## config.mk

```make
export PLATFORM = sky130hd
export DESIGN_NAME = smc_top
export DESIGN_NICKNAME = d
export VERILOG_FILES = /design/src/design/smc_pkg.sv /design/src/design/smc_wake_if.sv /design/src/design/smc_top.sv /design/src/design/smc_wake_timer.sv
export SDC_FILE = /design/constraint.sdc
export NUM_CORES = 1
export LEC_CHECK = 0
export BUFFER_PORTS_ARGS = -buffer_cell sky130_fd_sc_hd__buf_4
export CORE_ASPECT_RATIO = 2
export CORE_MARGIN = 4
export CORE_UTILIZATION = 30
export CTS_CLUSTER_DIAMETER = 40
export DETAILED_ROUTE_END_ITERATION = 12
export PLACE_DENSITY_LB_ADDON = 0.3
export SETUP_SLACK_MARGIN = 0.02
export SLEW_MARGIN = 5
export SYNTH_ARGS = -nofsm -noshare
export SYNTH_HDL_FRONTEND = slang
export SYNTH_SLANG_ARGS = --single-unit
```

## constraint.sdc

```tcl
create_clock -name core_clk -period 2.6 [get_ports core_clk]
set_input_delay 0.13 -clock core_clk [delete_from_list [all_inputs] [get_ports core_clk]]
set_output_delay 0.13 -clock core_clk [all_outputs]
set_load 0.03 [all_outputs]
```

## src/design/smc_pkg.sv

```systemverilog
package smc_pkg;
	localparam logic [7:0] SLEEP_CTRL_OFS = 8'h00;
	localparam logic [7:0] VREG_CTRL_OFS = 8'h01;
	localparam logic [3:0] SLEEP_CTRL_RST = 4'h0;
	localparam logic [3:0] VREG_CTRL_RST = 4'h0;
	localparam int SEN_BIT = 0;
	localparam int SLEEP_MODE_SELECT_LSB = 1;
	localparam int SLEEP_MODE_SELECT_MSB = 3;
	localparam int HTLL_BIT = 4;
	localparam int REGULATOR_POWER_MODE_LSB = 0;
	localparam int REGULATOR_POWER_MODE_MSB = 2;
	localparam logic [2:0] SLEEP_MODE_SELECT_IDLE = 3'h0;
	localparam logic [2:0] SLEEP_MODE_SELECT_STANDBY = 3'h1;
	localparam logic [2:0] SLEEP_MODE_SELECT_POWER_DOWN_CODE = 3'h2;
	localparam logic [2:0] REGULATOR_POWER_MODE_AUTO = 3'h0;
	localparam logic [2:0] REGULATOR_POWER_MODE_FULL = 3'h1;
	localparam logic [2:0] WAKE_CYCLES = 3'h6;
	localparam logic [2:0] CCP_WINDOW = 3'h4;
	localparam logic [1:0] LUT_FILT_ASYNC = 2'h0;
	localparam logic LUT_EDGE_OFF = 1'b0;
	typedef enum {SMC_ACTIVE, SMC_SLEEP, SMC_WAKE} smc_state_t;
	typedef enum {SMC_T_IDLE, SMC_T_STARTUP, SMC_T_COUNT} smc_tmr_state_t;
endpackage

```

## src/design/smc_wake_if.sv

```systemverilog
`timescale 1ns/1ps
interface smc_wake_if;
	logic start;
	logic need_startup;
	logic startup_ok;
	logic bod_ok;
	logic done;
	modport ctl (output start, output need_startup, output startup_ok, output bod_ok, input done);
	modport tmr (input start, input need_startup, input startup_ok, input bod_ok, output done);
endinterface

```

## src/design/smc_top.sv

```systemverilog
// Strobed register access was decided locally.
`timescale 1ns/1ps
module smc_top (
	input wire logic core_clk,
	input wire logic rst_n,
	input wire logic [7:0] reg_addr,
	input wire logic [7:0] reg_wdata,
	input wire logic reg_wr,
	input wire logic reg_rd,
	output logic [7:0] reg_rdata,
	input wire logic ccp_io_key_wr,
	input wire logic cpu_instr_done,
	input wire logic sleep_instr,
	input wire logic debug_break,
	input wire logic irq_pin,
	input wire logic irq_bod_vlm,
	input wire logic irq_rtc,
	input wire logic irq_pit,
	input wire logic irq_twi_addr,
	input wire logic irq_ccl,
	input wire logic irq_usart_sof,
	input wire logic irq_other,
	input wire logic rtc_run_in_standby,
	input wire logic ccl_run_in_standby,
	input wire logic [1:0] lut_filter_select,
	input wire logic lut_edge_detect,
	input wire logic stby_keep_main_clk,
	input wire logic lowfreq_users,
	input wire logic osc_ready,
	input wire logic vreg_ready,
	input wire logic bod_wait_fuse,
	input wire logic bod_ready,
	output logic cpu_sleeping,
	output logic cpu_resume,
	output logic main_clk_en,
	output logic internal_32k_oscillator_en,
	output logic vreg_low_power
);
	smc_wake_if wk ();

	smc_wake_timer u_timer (
		.core_clk(core_clk),
		.rst_n(rst_n),
		.wk(wk.tmr)
	);

	// register file state
	logic [2:0] sleep_mode_select_q, sleep_mode_select_d;
	logic sen_q, sen_d;
	logic htll_q, htll_d;
	logic [2:0] regulator_power_mode_q, regulator_power_mode_d;
	logic [2:0] ccp_cnt_q, ccp_cnt_d;
	logic [7:0] rdata_q, rdata_d;
	logic ctrl_wr, vreg_wr, vreg_ok;

	assign ctrl_wr = reg_wr && (reg_addr == smc_pkg::SLEEP_CTRL_OFS);
	assign vreg_wr = reg_wr && (reg_addr == smc_pkg::VREG_CTRL_OFS);
	assign vreg_ok = vreg_wr && (ccp_cnt_q != 3'h0);

	always_comb
	begin
		sleep_mode_select_d = sleep_mode_select_q;
		sen_d = sen_q;
		htll_d = htll_q;
		regulator_power_mode_d = regulator_power_mode_q;
		ccp_cnt_d = ccp_cnt_q;
		rdata_d = 8'h00;
		if (ctrl_wr)
		begin
			sleep_mode_select_d = reg_wdata[smc_pkg::SLEEP_MODE_SELECT_MSB:smc_pkg::SLEEP_MODE_SELECT_LSB];
			sen_d = reg_wdata[smc_pkg::SEN_BIT];
		end
		// without an open key window the write is dropped silently
		if (vreg_ok)
		begin
			htll_d = reg_wdata[smc_pkg::HTLL_BIT];
			regulator_power_mode_d = reg_wdata[smc_pkg::REGULATOR_POWER_MODE_MSB:smc_pkg::REGULATOR_POWER_MODE_LSB];
		end
		// a fresh key beats both the consuming write and the countdown
		if (ccp_io_key_wr)
			ccp_cnt_d = smc_pkg::CCP_WINDOW;
		else if (vreg_ok)
			ccp_cnt_d = 3'h0;
		else if (cpu_instr_done && ccp_cnt_q != 3'h0)
			ccp_cnt_d = ccp_cnt_q - 3'h1;
		if (reg_rd)
		begin
			if (reg_addr == smc_pkg::SLEEP_CTRL_OFS)
				rdata_d = {4'h0, sleep_mode_select_q, sen_q};
			else if (reg_addr == smc_pkg::VREG_CTRL_OFS)
				rdata_d = {3'h0, htll_q, 1'b0, regulator_power_mode_q};
		end
	end

	always_ff @(posedge core_clk)
	begin
		if (!rst_n)
		begin
			{sleep_mode_select_q, sen_q} <= smc_pkg::SLEEP_CTRL_RST;
			{htll_q, regulator_power_mode_q} <= smc_pkg::VREG_CTRL_RST;
			ccp_cnt_q <= 3'h0;
			rdata_q <= 8'h00;
		end
		else
		begin
			sleep_mode_select_q <= sleep_mode_select_d;
			sen_q <= sen_d;
			htll_q <= htll_d;
			regulator_power_mode_q <= regulator_power_mode_d;
			ccp_cnt_q <= ccp_cnt_d;
			rdata_q <= rdata_d;
		end
	end

	assign reg_rdata = rdata_q;

	// sleep sequencing state
	smc_pkg::smc_state_t st_q, st_d;
	logic [2:0] mode_q, mode_d;
	logic clk_off_q, clk_off_d;
	logic need_q, need_d;
	logic main_clk_q, main_clk_d;
	logic internal_32k_oscillator_q, internal_32k_oscillator_d;
	logic vreg_low_q, vreg_low_d;
	logic resume_q, resume_d;
	logic mode_valid, enter, lut_async, src_ok, wake_req;

	assign mode_valid = (sleep_mode_select_q == smc_pkg::SLEEP_MODE_SELECT_IDLE) || (sleep_mode_select_q == smc_pkg::SLEEP_MODE_SELECT_STANDBY)
		|| (sleep_mode_select_q == smc_pkg::SLEEP_MODE_SELECT_POWER_DOWN_CODE);
	// reserved mode codes make the sleep instruction a no-op
	assign enter = sleep_instr && sen_q && mode_valid;
	assign lut_async = (lut_filter_select == smc_pkg::LUT_FILT_ASYNC)
		&& (lut_edge_detect == smc_pkg::LUT_EDGE_OFF);

	always_comb
	begin
		src_ok = 1'b0;
		case (mode_q)
			smc_pkg::SLEEP_MODE_SELECT_IDLE:
				src_ok = irq_pin | irq_bod_vlm | irq_rtc | irq_pit | irq_twi_addr
					| irq_ccl | irq_usart_sof | irq_other;
			smc_pkg::SLEEP_MODE_SELECT_STANDBY:
				src_ok = irq_pin | irq_bod_vlm | (irq_rtc & rtc_run_in_standby) | irq_pit
					| irq_twi_addr | (irq_ccl & ccl_run_in_standby) | irq_usart_sof;
			smc_pkg::SLEEP_MODE_SELECT_POWER_DOWN_CODE:
				// counter interrupts other than the periodic one are not listened to
				src_ok = irq_pin | irq_bod_vlm | (irq_pit & ~htll_q)
					| (irq_twi_addr & ~htll_q) | (irq_ccl & lut_async);
			default:
				src_ok = 1'b0;
		endcase
	end

	assign wake_req = src_ok || debug_break;

	always_comb
	begin
		st_d = st_q;
		mode_d = mode_q;
		clk_off_d = clk_off_q;
		need_d = need_q;
		resume_d = 1'b0;
		case (st_q)
			smc_pkg::SMC_ACTIVE:
				if (enter)
				begin
					st_d = smc_pkg::SMC_SLEEP;
					mode_d = sleep_mode_select_q;
					// idle keeps the main clock; standby only when a peripheral asks
					clk_off_d = (sleep_mode_select_q == smc_pkg::SLEEP_MODE_SELECT_POWER_DOWN_CODE)
						|| (sleep_mode_select_q == smc_pkg::SLEEP_MODE_SELECT_STANDBY && !stby_keep_main_clk);
					need_d = (sleep_mode_select_q != smc_pkg::SLEEP_MODE_SELECT_IDLE)
						&& (sleep_mode_select_q == smc_pkg::SLEEP_MODE_SELECT_POWER_DOWN_CODE || !stby_keep_main_clk
						|| regulator_power_mode_q == smc_pkg::REGULATOR_POWER_MODE_AUTO);
				end
			smc_pkg::SMC_SLEEP:
				if (wake_req)
					st_d = smc_pkg::SMC_WAKE;
			smc_pkg::SMC_WAKE:
				if (wk.done)
				begin
					// settings registers untouched so the next sleep reuses them
					st_d = smc_pkg::SMC_ACTIVE;
					resume_d = 1'b1;
				end
			default:
				st_d = smc_pkg::SMC_ACTIVE;
		endcase
		main_clk_d = !(st_d == smc_pkg::SMC_SLEEP && clk_off_d);
		internal_32k_oscillator_d = !(st_d == smc_pkg::SMC_SLEEP && mode_d == smc_pkg::SLEEP_MODE_SELECT_POWER_DOWN_CODE)
			|| lowfreq_users;
		vreg_low_d = (st_d == smc_pkg::SMC_SLEEP) && (mode_d != smc_pkg::SLEEP_MODE_SELECT_IDLE)
			&& (regulator_power_mode_q == smc_pkg::REGULATOR_POWER_MODE_AUTO);
	end

	always_ff @(posedge core_clk)
	begin
		if (!rst_n)
		begin
			st_q <= smc_pkg::SMC_ACTIVE;
			mode_q <= smc_pkg::SLEEP_MODE_SELECT_IDLE;
			clk_off_q <= 1'b0;
			need_q <= 1'b0;
			main_clk_q <= 1'b1;
			internal_32k_oscillator_q <= 1'b1;
			vreg_low_q <= 1'b0;
			resume_q <= 1'b0;
		end
		else
		begin
			st_q <= st_d;
			mode_q <= mode_d;
			clk_off_q <= clk_off_d;
			need_q <= need_d;
			main_clk_q <= main_clk_d;
			internal_32k_oscillator_q <= internal_32k_oscillator_d;
			vreg_low_q <= vreg_low_d;
			resume_q <= resume_d;
		end
	end

	assign wk.start = (st_q == smc_pkg::SMC_SLEEP) && wake_req;
	assign wk.need_startup = need_q;
	assign wk.startup_ok = osc_ready && vreg_ready;
	assign wk.bod_ok = !bod_wait_fuse || bod_ready;

	assign cpu_sleeping = (st_q != smc_pkg::SMC_ACTIVE);
	assign cpu_resume = resume_q;
	assign main_clk_en = main_clk_q;
	assign internal_32k_oscillator_en = internal_32k_oscillator_q;
	assign vreg_low_power = vreg_low_q;

	chk_mode_entry: assert property (@(posedge core_clk) disable iff (!rst_n)
		st_q == smc_pkg::SMC_ACTIVE && sleep_instr && sen_q && sleep_mode_select_q == 3'h2
		|=> st_q == smc_pkg::SMC_SLEEP && mode_q == 3'h2)
		else $error("power-down code did not enter power-down");
	chk_idle_clock: assert property (@(posedge core_clk) disable iff (!rst_n)
		st_q == smc_pkg::SMC_SLEEP && mode_q == smc_pkg::SLEEP_MODE_SELECT_IDLE |-> main_clk_en && !need_q)
		else $error("idle sleep stopped the main clock");
	chk_power_down_code_clocks: assert property (@(posedge core_clk) disable iff (!rst_n)
		st_q == smc_pkg::SMC_SLEEP && mode_q == smc_pkg::SLEEP_MODE_SELECT_POWER_DOWN_CODE
		|-> !main_clk_en && internal_32k_oscillator_en == $past(lowfreq_users))
		else $error("power-down clock gating wrong");
	chk_stby_clock: assert property (@(posedge core_clk) disable iff (!rst_n)
		st_q == smc_pkg::SMC_ACTIVE && enter && sleep_mode_select_q == smc_pkg::SLEEP_MODE_SELECT_STANDBY
		|=> main_clk_en == $past(stby_keep_main_clk))
		else $error("standby main clock ignores keep request");
	chk_debug_wake: assert property (@(posedge core_clk) disable iff (!rst_n)
		st_q == smc_pkg::SMC_SLEEP && debug_break |-> wk.start ##1 st_q == smc_pkg::SMC_WAKE)
		else $error("debug break did not wake");
	chk_ccp_unlock: assert property (@(posedge core_clk) disable iff (!rst_n)
		ccp_io_key_wr ##1 vreg_wr |=> {htll_q, regulator_power_mode_q} == $past({reg_wdata[4], reg_wdata[2:0]}))
		else $error("keyed regulator write lost");
	chk_ccp_guard: assert property (@(posedge core_clk) disable iff (!rst_n)
		vreg_wr && ccp_cnt_q == 3'h0 && !ccp_io_key_wr |=> $stable({htll_q, regulator_power_mode_q}))
		else $error("unkeyed regulator write took effect");
	chk_htll_block: assert property (@(posedge core_clk) disable iff (!rst_n)
		st_q == smc_pkg::SMC_SLEEP && mode_q == smc_pkg::SLEEP_MODE_SELECT_POWER_DOWN_CODE && htll_q && !debug_break
		&& !irq_pin && !irq_bod_vlm && !irq_ccl |-> !wk.start)
		else $error("blocked source woke power-down");
	chk_ccl_async: assert property (@(posedge core_clk) disable iff (!rst_n)
		st_q == smc_pkg::SMC_SLEEP && mode_q == smc_pkg::SLEEP_MODE_SELECT_POWER_DOWN_CODE && irq_ccl
		|-> wk.start == (lut_async || src_ok && !irq_ccl || debug_break || irq_pin
		|| irq_bod_vlm || (irq_pit || irq_twi_addr) && !htll_q))
		else $error("logic wake gating wrong");
	chk_rtc_stby: assert property (@(posedge core_clk) disable iff (!rst_n)
		st_q == smc_pkg::SMC_SLEEP && mode_q == smc_pkg::SLEEP_MODE_SELECT_STANDBY && irq_rtc
		&& rtc_run_in_standby |-> wk.start)
		else $error("counter wake lost in standby");
	chk_idle_any: assert property (@(posedge core_clk) disable iff (!rst_n)
		st_q == smc_pkg::SMC_SLEEP && mode_q == smc_pkg::SLEEP_MODE_SELECT_IDLE && irq_other |-> wk.start)
		else $error("idle ignored an interrupt");
	chk_resume: assert property (@(posedge core_clk) disable iff (!rst_n)
		st_q == smc_pkg::SMC_WAKE && wk.done && !ctrl_wr
		|=> st_q == smc_pkg::SMC_ACTIVE && cpu_resume && $stable({sleep_mode_select_q, sen_q}))
		else $error("wake did not return to active");
	chk_vreg_low: assert property (@(posedge core_clk) disable iff (!rst_n)
		vreg_low_power |-> $past(regulator_power_mode_q) == smc_pkg::REGULATOR_POWER_MODE_AUTO)
		else $error("regulator low power outside auto mode");

	cov_idle_wake: cover property (@(posedge core_clk) disable iff (!rst_n)
		st_q == smc_pkg::SMC_WAKE && mode_q == smc_pkg::SLEEP_MODE_SELECT_IDLE && wk.done);
	cov_power_down_code_wake: cover property (@(posedge core_clk) disable iff (!rst_n)
		st_q == smc_pkg::SMC_WAKE && mode_q == smc_pkg::SLEEP_MODE_SELECT_POWER_DOWN_CODE && wk.done);
	cov_debug_wake: cover property (@(posedge core_clk) disable iff (!rst_n)
		st_q == smc_pkg::SMC_SLEEP && debug_break && !src_ok);
	cov_ccp_write: cover property (@(posedge core_clk) disable iff (!rst_n) vreg_ok);
endmodule

```

## src/design/smc_wake_timer.sv

```systemverilog
`timescale 1ns/1ps
module smc_wake_timer (
	input wire logic core_clk,
	input wire logic rst_n,
	smc_wake_if.tmr wk
);
	smc_pkg::smc_tmr_state_t st_q, st_d;
	logic [2:0] cnt_q, cnt_d;
	logic done_q, done_d;

	always_comb
	begin
		st_d = st_q;
		cnt_d = cnt_q;
		done_d = 1'b0;
		case (st_q)
			smc_pkg::SMC_T_IDLE:
				if (wk.start)
				begin
					cnt_d = 3'h0;
					st_d = wk.need_startup ? smc_pkg::SMC_T_STARTUP : smc_pkg::SMC_T_COUNT;
				end
			smc_pkg::SMC_T_STARTUP:
				if (wk.startup_ok)
					st_d = smc_pkg::SMC_T_COUNT;
			smc_pkg::SMC_T_COUNT:
				if (cnt_q != smc_pkg::WAKE_CYCLES)
					cnt_d = cnt_q + 3'h1;
				else if (wk.bod_ok)
				begin
					// brown-out wait only stretches past the six cycles, never adds to them
					done_d = 1'b1;
					st_d = smc_pkg::SMC_T_IDLE;
				end
			default:
				st_d = smc_pkg::SMC_T_IDLE;
		endcase
	end

	always_ff @(posedge core_clk)
	begin
		if (!rst_n)
		begin
			st_q <= smc_pkg::SMC_T_IDLE;
			cnt_q <= 3'h0;
			done_q <= 1'b0;
		end
		else
		begin
			st_q <= st_d;
			cnt_q <= cnt_d;
			done_q <= done_d;
		end
	end

	assign wk.done = done_q;

	chk_six_cycle_min: assert property (@(posedge core_clk) disable iff (!rst_n)
		wk.start |=> !wk.done [*7])
		else $error("wake finished before six cycles");
	chk_startup_first: assert property (@(posedge core_clk) disable iff (!rst_n)
		wk.start && wk.need_startup ##1 !wk.startup_ok |=> !wk.done [*7])
		else $error("wake ended without start-up plus six cycles");
	chk_bod_gate: assert property (@(posedge core_clk) disable iff (!rst_n)
		wk.done |-> $past(wk.bod_ok))
		else $error("wake ended while brown-out detector not ready");
	chk_idle_exact: assert property (@(posedge core_clk) disable iff (!rst_n)
		wk.start && !wk.need_startup ##1 wk.bod_ok [*7] |=> wk.done)
		else $error("clock-running wake not done in eight cycles");
endmodule

```

==> results by stage <==
Status:
- The flow ran to the end, and the final reports show no timing, DRC or antenna violations.

Global routing:
- The pin count of the biggest net entering global routing is 18.
- The wire length of the first global-routing pass is 7860 um.
- Global routing finished with a remaining overflow of 0.
- In the global route stage, overall resource usage came out at 11.2%.
- The via count of the first global-routing pass is 1792.
- Global routing used 21.0% of the available met2 tracks.
- The global routing's busiest layer is met2.
- Global routing used 4.06% of the available met3 tracks.
- The initial antenna violation count is 0.
- For this run, global-route usage on met1 was measured as 10.1%.

Layout:
- Cells with a size suffix above 1 make up 25.5% of the layout.
- The final layout net count is 360.
- The count of placed standard cells in the final layout, fillers left out is 410.
- From synthesis to final layout, the design area changed by 42.5%.
- The final core area utilization is 44.2%.
- The number of antenna diodes in the final layout is 0.

Routing:
- In the final routed layout, each cell accounts on average for 11.6 um.
- The final route contains 1810 vias.
- For this run, design rule violations remaining after detail routing come to 0.
- In this run, the number of DRC markers left after iteration 0 of detailed routing was 46.
- The number of nets with antenna violations after detailed routing is 0.
- The iteration count of the initial detailed-routing pass is 4.
- Dividing the detail-routed via count by the number of cells gives 4.41.
- The detailed-route wire length is 4770 um.

STA:
- Across the routed clock network, the largest skew measured is 0.00831 ns.
- The number of pins with negative max-slew slack in the final report is 0.
- The transition at the pin with the smallest max-transition slack is 0.520 ns.
- On the final layout, the worst hold slack is 0.0266 ns.
- The final clock period utilization by the worst path is 80.0%.
- For the finished layout, the period the worst path requires is 2.08 ns.
- Setup repair after global routing left no endpoint under its margin.
- The number of setup violations in the final report is 0.
- The sum of negative setup slack is 0 ns.
- The final-report hold violation count is 0.
- The worst pin sits at a relative slew slack of 65.1%.
- The highest clock rate is 481 MHz.

Synthesis:
- The synthesized design contains 0 enable-type register cells.
- The share of flip-flops with an asynchronous set or reset after synthesis is 0%.
- The count of synthesis-stage warnings from yosys is 0.
- Among all flip-flop cells after synthesis, the most frequent one is sky130_fd_sc_hd__dfxtp_1.
- The synthesized design contains 63 register bits.
- Each instance of the synthesized netlist takes up on average 10.1 sq um.
- The count of mapped cells out of synthesis is 225.
- The number of distinct library cells after synthesis is 47.
- The mapped netlist covers 2270 sq um.
- The sequential share of the synthesized area is 55.5%.

Place:
- The weighted congestion reported at the end of routability-driven placement is 0.728.
- The number of buffers added on ports is 49.
- Once detailed placement completed, the half-perimeter wirelength came to 3740 um.
- In this run, placement finished with an instance count of 393.

Power and ir drop:
- For this design the ratio of total power to cell area is 800 nW/um^2.
- VDD sags by at most 0.426 mV.
- The leakage power of the design is 1.35 nW.
- The total power is 2.59 mW.

Clocking:
- After clock tree synthesis, the clock-pin slew on the worst setup and hold paths is 0.05 ns.
- In this run, CTS created clock tree buffers numbering 9.
- The H-tree was split into 3 levels.
- The later-pin clock latency in the skew report is 0.32 ns.
- The clock drives 63 sinks.
- The maximum buffer depth of the clock tree is 2.
- TritonCTS built the clock tree.
- CTS placed an instance of sky130_fd_sc_hd__clkbuf_16 at the clock tree root.

Floorplanning:
- The placeable core area is 7320 sq um.
- The die covers 9110 sq um.
- The die is 69.5 um wide.
- During I/O placement, the number of pins put on the boundary was 56.
- The initial utilization of the core area, before any placement, comes to 31.0%.
- The chip height is 131 um.
- The number of placement rows is 44.

Critical path:
- The source of the critical timing path is st_q[3].
- The endpoint class of the critical path is an output pin.
- The startpoint class of the critical path is a flop.
- STA puts the critical path data required time at 2.47 ns.
- The startpoint identified for the worst register-to-register timing path is st_q[27].
- The critical path class is flop to output pin.
- Data on the critical path arrives at its endpoint at 1.95 ns.
- Along the worst path, the maximum fanout reaches 5.

Worst hold path:
- The startpoint of the worst hold path is ccp_io_key_wr.
- The classification of the worst-slack hold path is primary input to flop.

Flow run:
- The max-capacitance violation count is 0.
[cell families (layout without fill, tap and decap cells)]
| family | Yosys count | count (layout) | share of synthesized area [%] |
|---|---|---|---|
| other | 1 | 33 | 0.165 |
| flip-flops | 63 | 63 | 55.5 |
| AO/OA/AOI/OAI | 39 | 39 | 12.5 |
| buffers and inverters | 14 | 75 | 3.25 |
| AND/OR/NAND/NOR | 91 | 91 | 20.8 |
| adder cells (fa/ha/maj) | 4 | 4 | 2.20 |
| XOR/XNOR | 3 | 3 | 1.16 |
| multiplexers | 10 | 10 | 4.41 |
[area by class of cell]
class	instances	area, sq um
clock buffer	11	253
timing repair buffer	53	400
tap	92	115
sequential	63	1260
multi-input combinational	180	1060
fill	741	4090
clock inverter	5	128
inverter	6	22.5
[repair_timing]
item | in CTS | in global routing
buffers inserted | 0 | 0
resized for setup | 0 | 0
endpoints found under the hold margin | 1 | 0
setup endpoints to repair | 0 | 0
hold buffers | 1 | 0
[cells in the final DEF (no fill, tap or decap), types with 3 or more instances in the layout]
cell type | Yosys | routed
sky130_fd_sc_hd__conb_1 | 1 | 33
sky130_fd_sc_hd__nor4_1 | 8 | 8
sky130_fd_sc_hd__a21oi_1 | 10 | 10
sky130_fd_sc_hd__dfxtp_1 | 63 | 63
sky130_fd_sc_hd__nand3_1 | 3 | 3
sky130_fd_sc_hd__mux2i_1 | 10 | 10
sky130_fd_sc_hd__nand4_1 | 6 | 6
sky130_fd_sc_hd__buf_4 | 3 | 52
sky130_fd_sc_hd__nor2_1 | 27 | 27
sky130_fd_sc_hd__bufinv_16 | 0 | 4
sky130_fd_sc_hd__nand2_1 | 19 | 19
sky130_fd_sc_hd__inv_1 | 5 | 5
sky130_fd_sc_hd__ha_1 | 4 | 4
sky130_fd_sc_hd__o21a_1 | 4 | 4
sky130_fd_sc_hd__nor3_1 | 8 | 8
sky130_fd_sc_hd__clkbuf_16 | 0 | 9
sky130_fd_sc_hd__o21ai_0 | 10 | 10
sky130_fd_sc_hd__or3_1 | 3 | 3
[registers in the layout (all words and copies together) (netlist names), 2 cells and up]
| signal | count |
|---|---|
| ccp_cnt_q | 3 |
| sleep_mode_select_q | 3 |
| mode_q | 3 |
| reg_rdata | 5 |
| st_q | 32 |
| regulator_power_mode_q | 3 |
| u_timer.st_q | 2 |
| u_timer.cnt_q | 3 |
[worst paths after layout]
kind | end | slack, ns | cells past startpoint
setup / recovery | cpu_sleeping | 0.52 | 5
hold / removal | ccp_cnt_q[2] | 0.03 | 2
setup reg to reg | internal_32k_oscillator_en | 0.59 | 5
hold reg to reg | reg_rdata[4] | 0.46 | 2
[critical path, cell delays in order (launching register included)]
cell and delay, ns:
sky130_fd_sc_hd__dfxtp_1 0.29, sky130_fd_sc_hd__nor4_1 0.40, sky130_fd_sc_hd__and4_1 0.28, sky130_fd_sc_hd__nand2_1 0.13, sky130_fd_sc_hd__or3_1 0.34, sky130_fd_sc_hd__buf_4 0.18
[routing by layer]
metal	share of wire [%]	vias to the layer above
met2	59	28
met3	4.3	10
met1	35	833
met5	0	-
met4	2.3	0
li1	-	939
[synthesized netlist by cell type, types with 2 or more instances]
library cell	n	area, sq um
sky130_fd_sc_hd__and4_1	2	17.5
sky130_fd_sc_hd__or2_2	2	12.5
sky130_fd_sc_hd__dfxtp_1	63	1260
sky130_fd_sc_hd__or4_4	2	22.5
sky130_fd_sc_hd__nor4_1	8	50.1
sky130_fd_sc_hd__a211oi_1	2	15.0
sky130_fd_sc_hd__inv_1	5	18.8
sky130_fd_sc_hd__buf_4	3	22.5
sky130_fd_sc_hd__o21a_1	4	30.0
sky130_fd_sc_hd__nand3_1	3	15.0
sky130_fd_sc_hd__ha_1	4	50.1
sky130_fd_sc_hd__nand4_1	6	37.5
sky130_fd_sc_hd__o21ai_0	10	50.1
sky130_fd_sc_hd__nor3_1	8	40.0
sky130_fd_sc_hd__a2111oi_2	2	30.0
sky130_fd_sc_hd__nor2_1	27	101
sky130_fd_sc_hd__a21oi_1	10	50.1
sky130_fd_sc_hd__nand2_1	19	71.3
sky130_fd_sc_hd__or3_1	3	18.8
sky130_fd_sc_hd__nor2b_1	2	12.5
sky130_fd_sc_hd__clkbuf_1	4	15.0
sky130_fd_sc_hd__xnor2_1	2	17.5
sky130_fd_sc_hd__mux2i_1	10	100
[where the power goes]
part,switching (mW),internal (mW),leakage (nW)
clock,0.400,1.08,0.182
sequential,0.00746,0.995,0.519
combinational,0.0469,0.0537,0.644
total,0.455,2.13,1.35
[through the flow]
stage          setup WS (ns)  cell area, sq um
2_1_floorplan          0.753              2390
3_3_place_gp           0.523              2850
3_5_place_dp           0.512              2850
4_1_cts                0.436              3240
5_1_grt                0.331              3240
6_report               0.521              3240
Power figures use the tool's default switching activity.
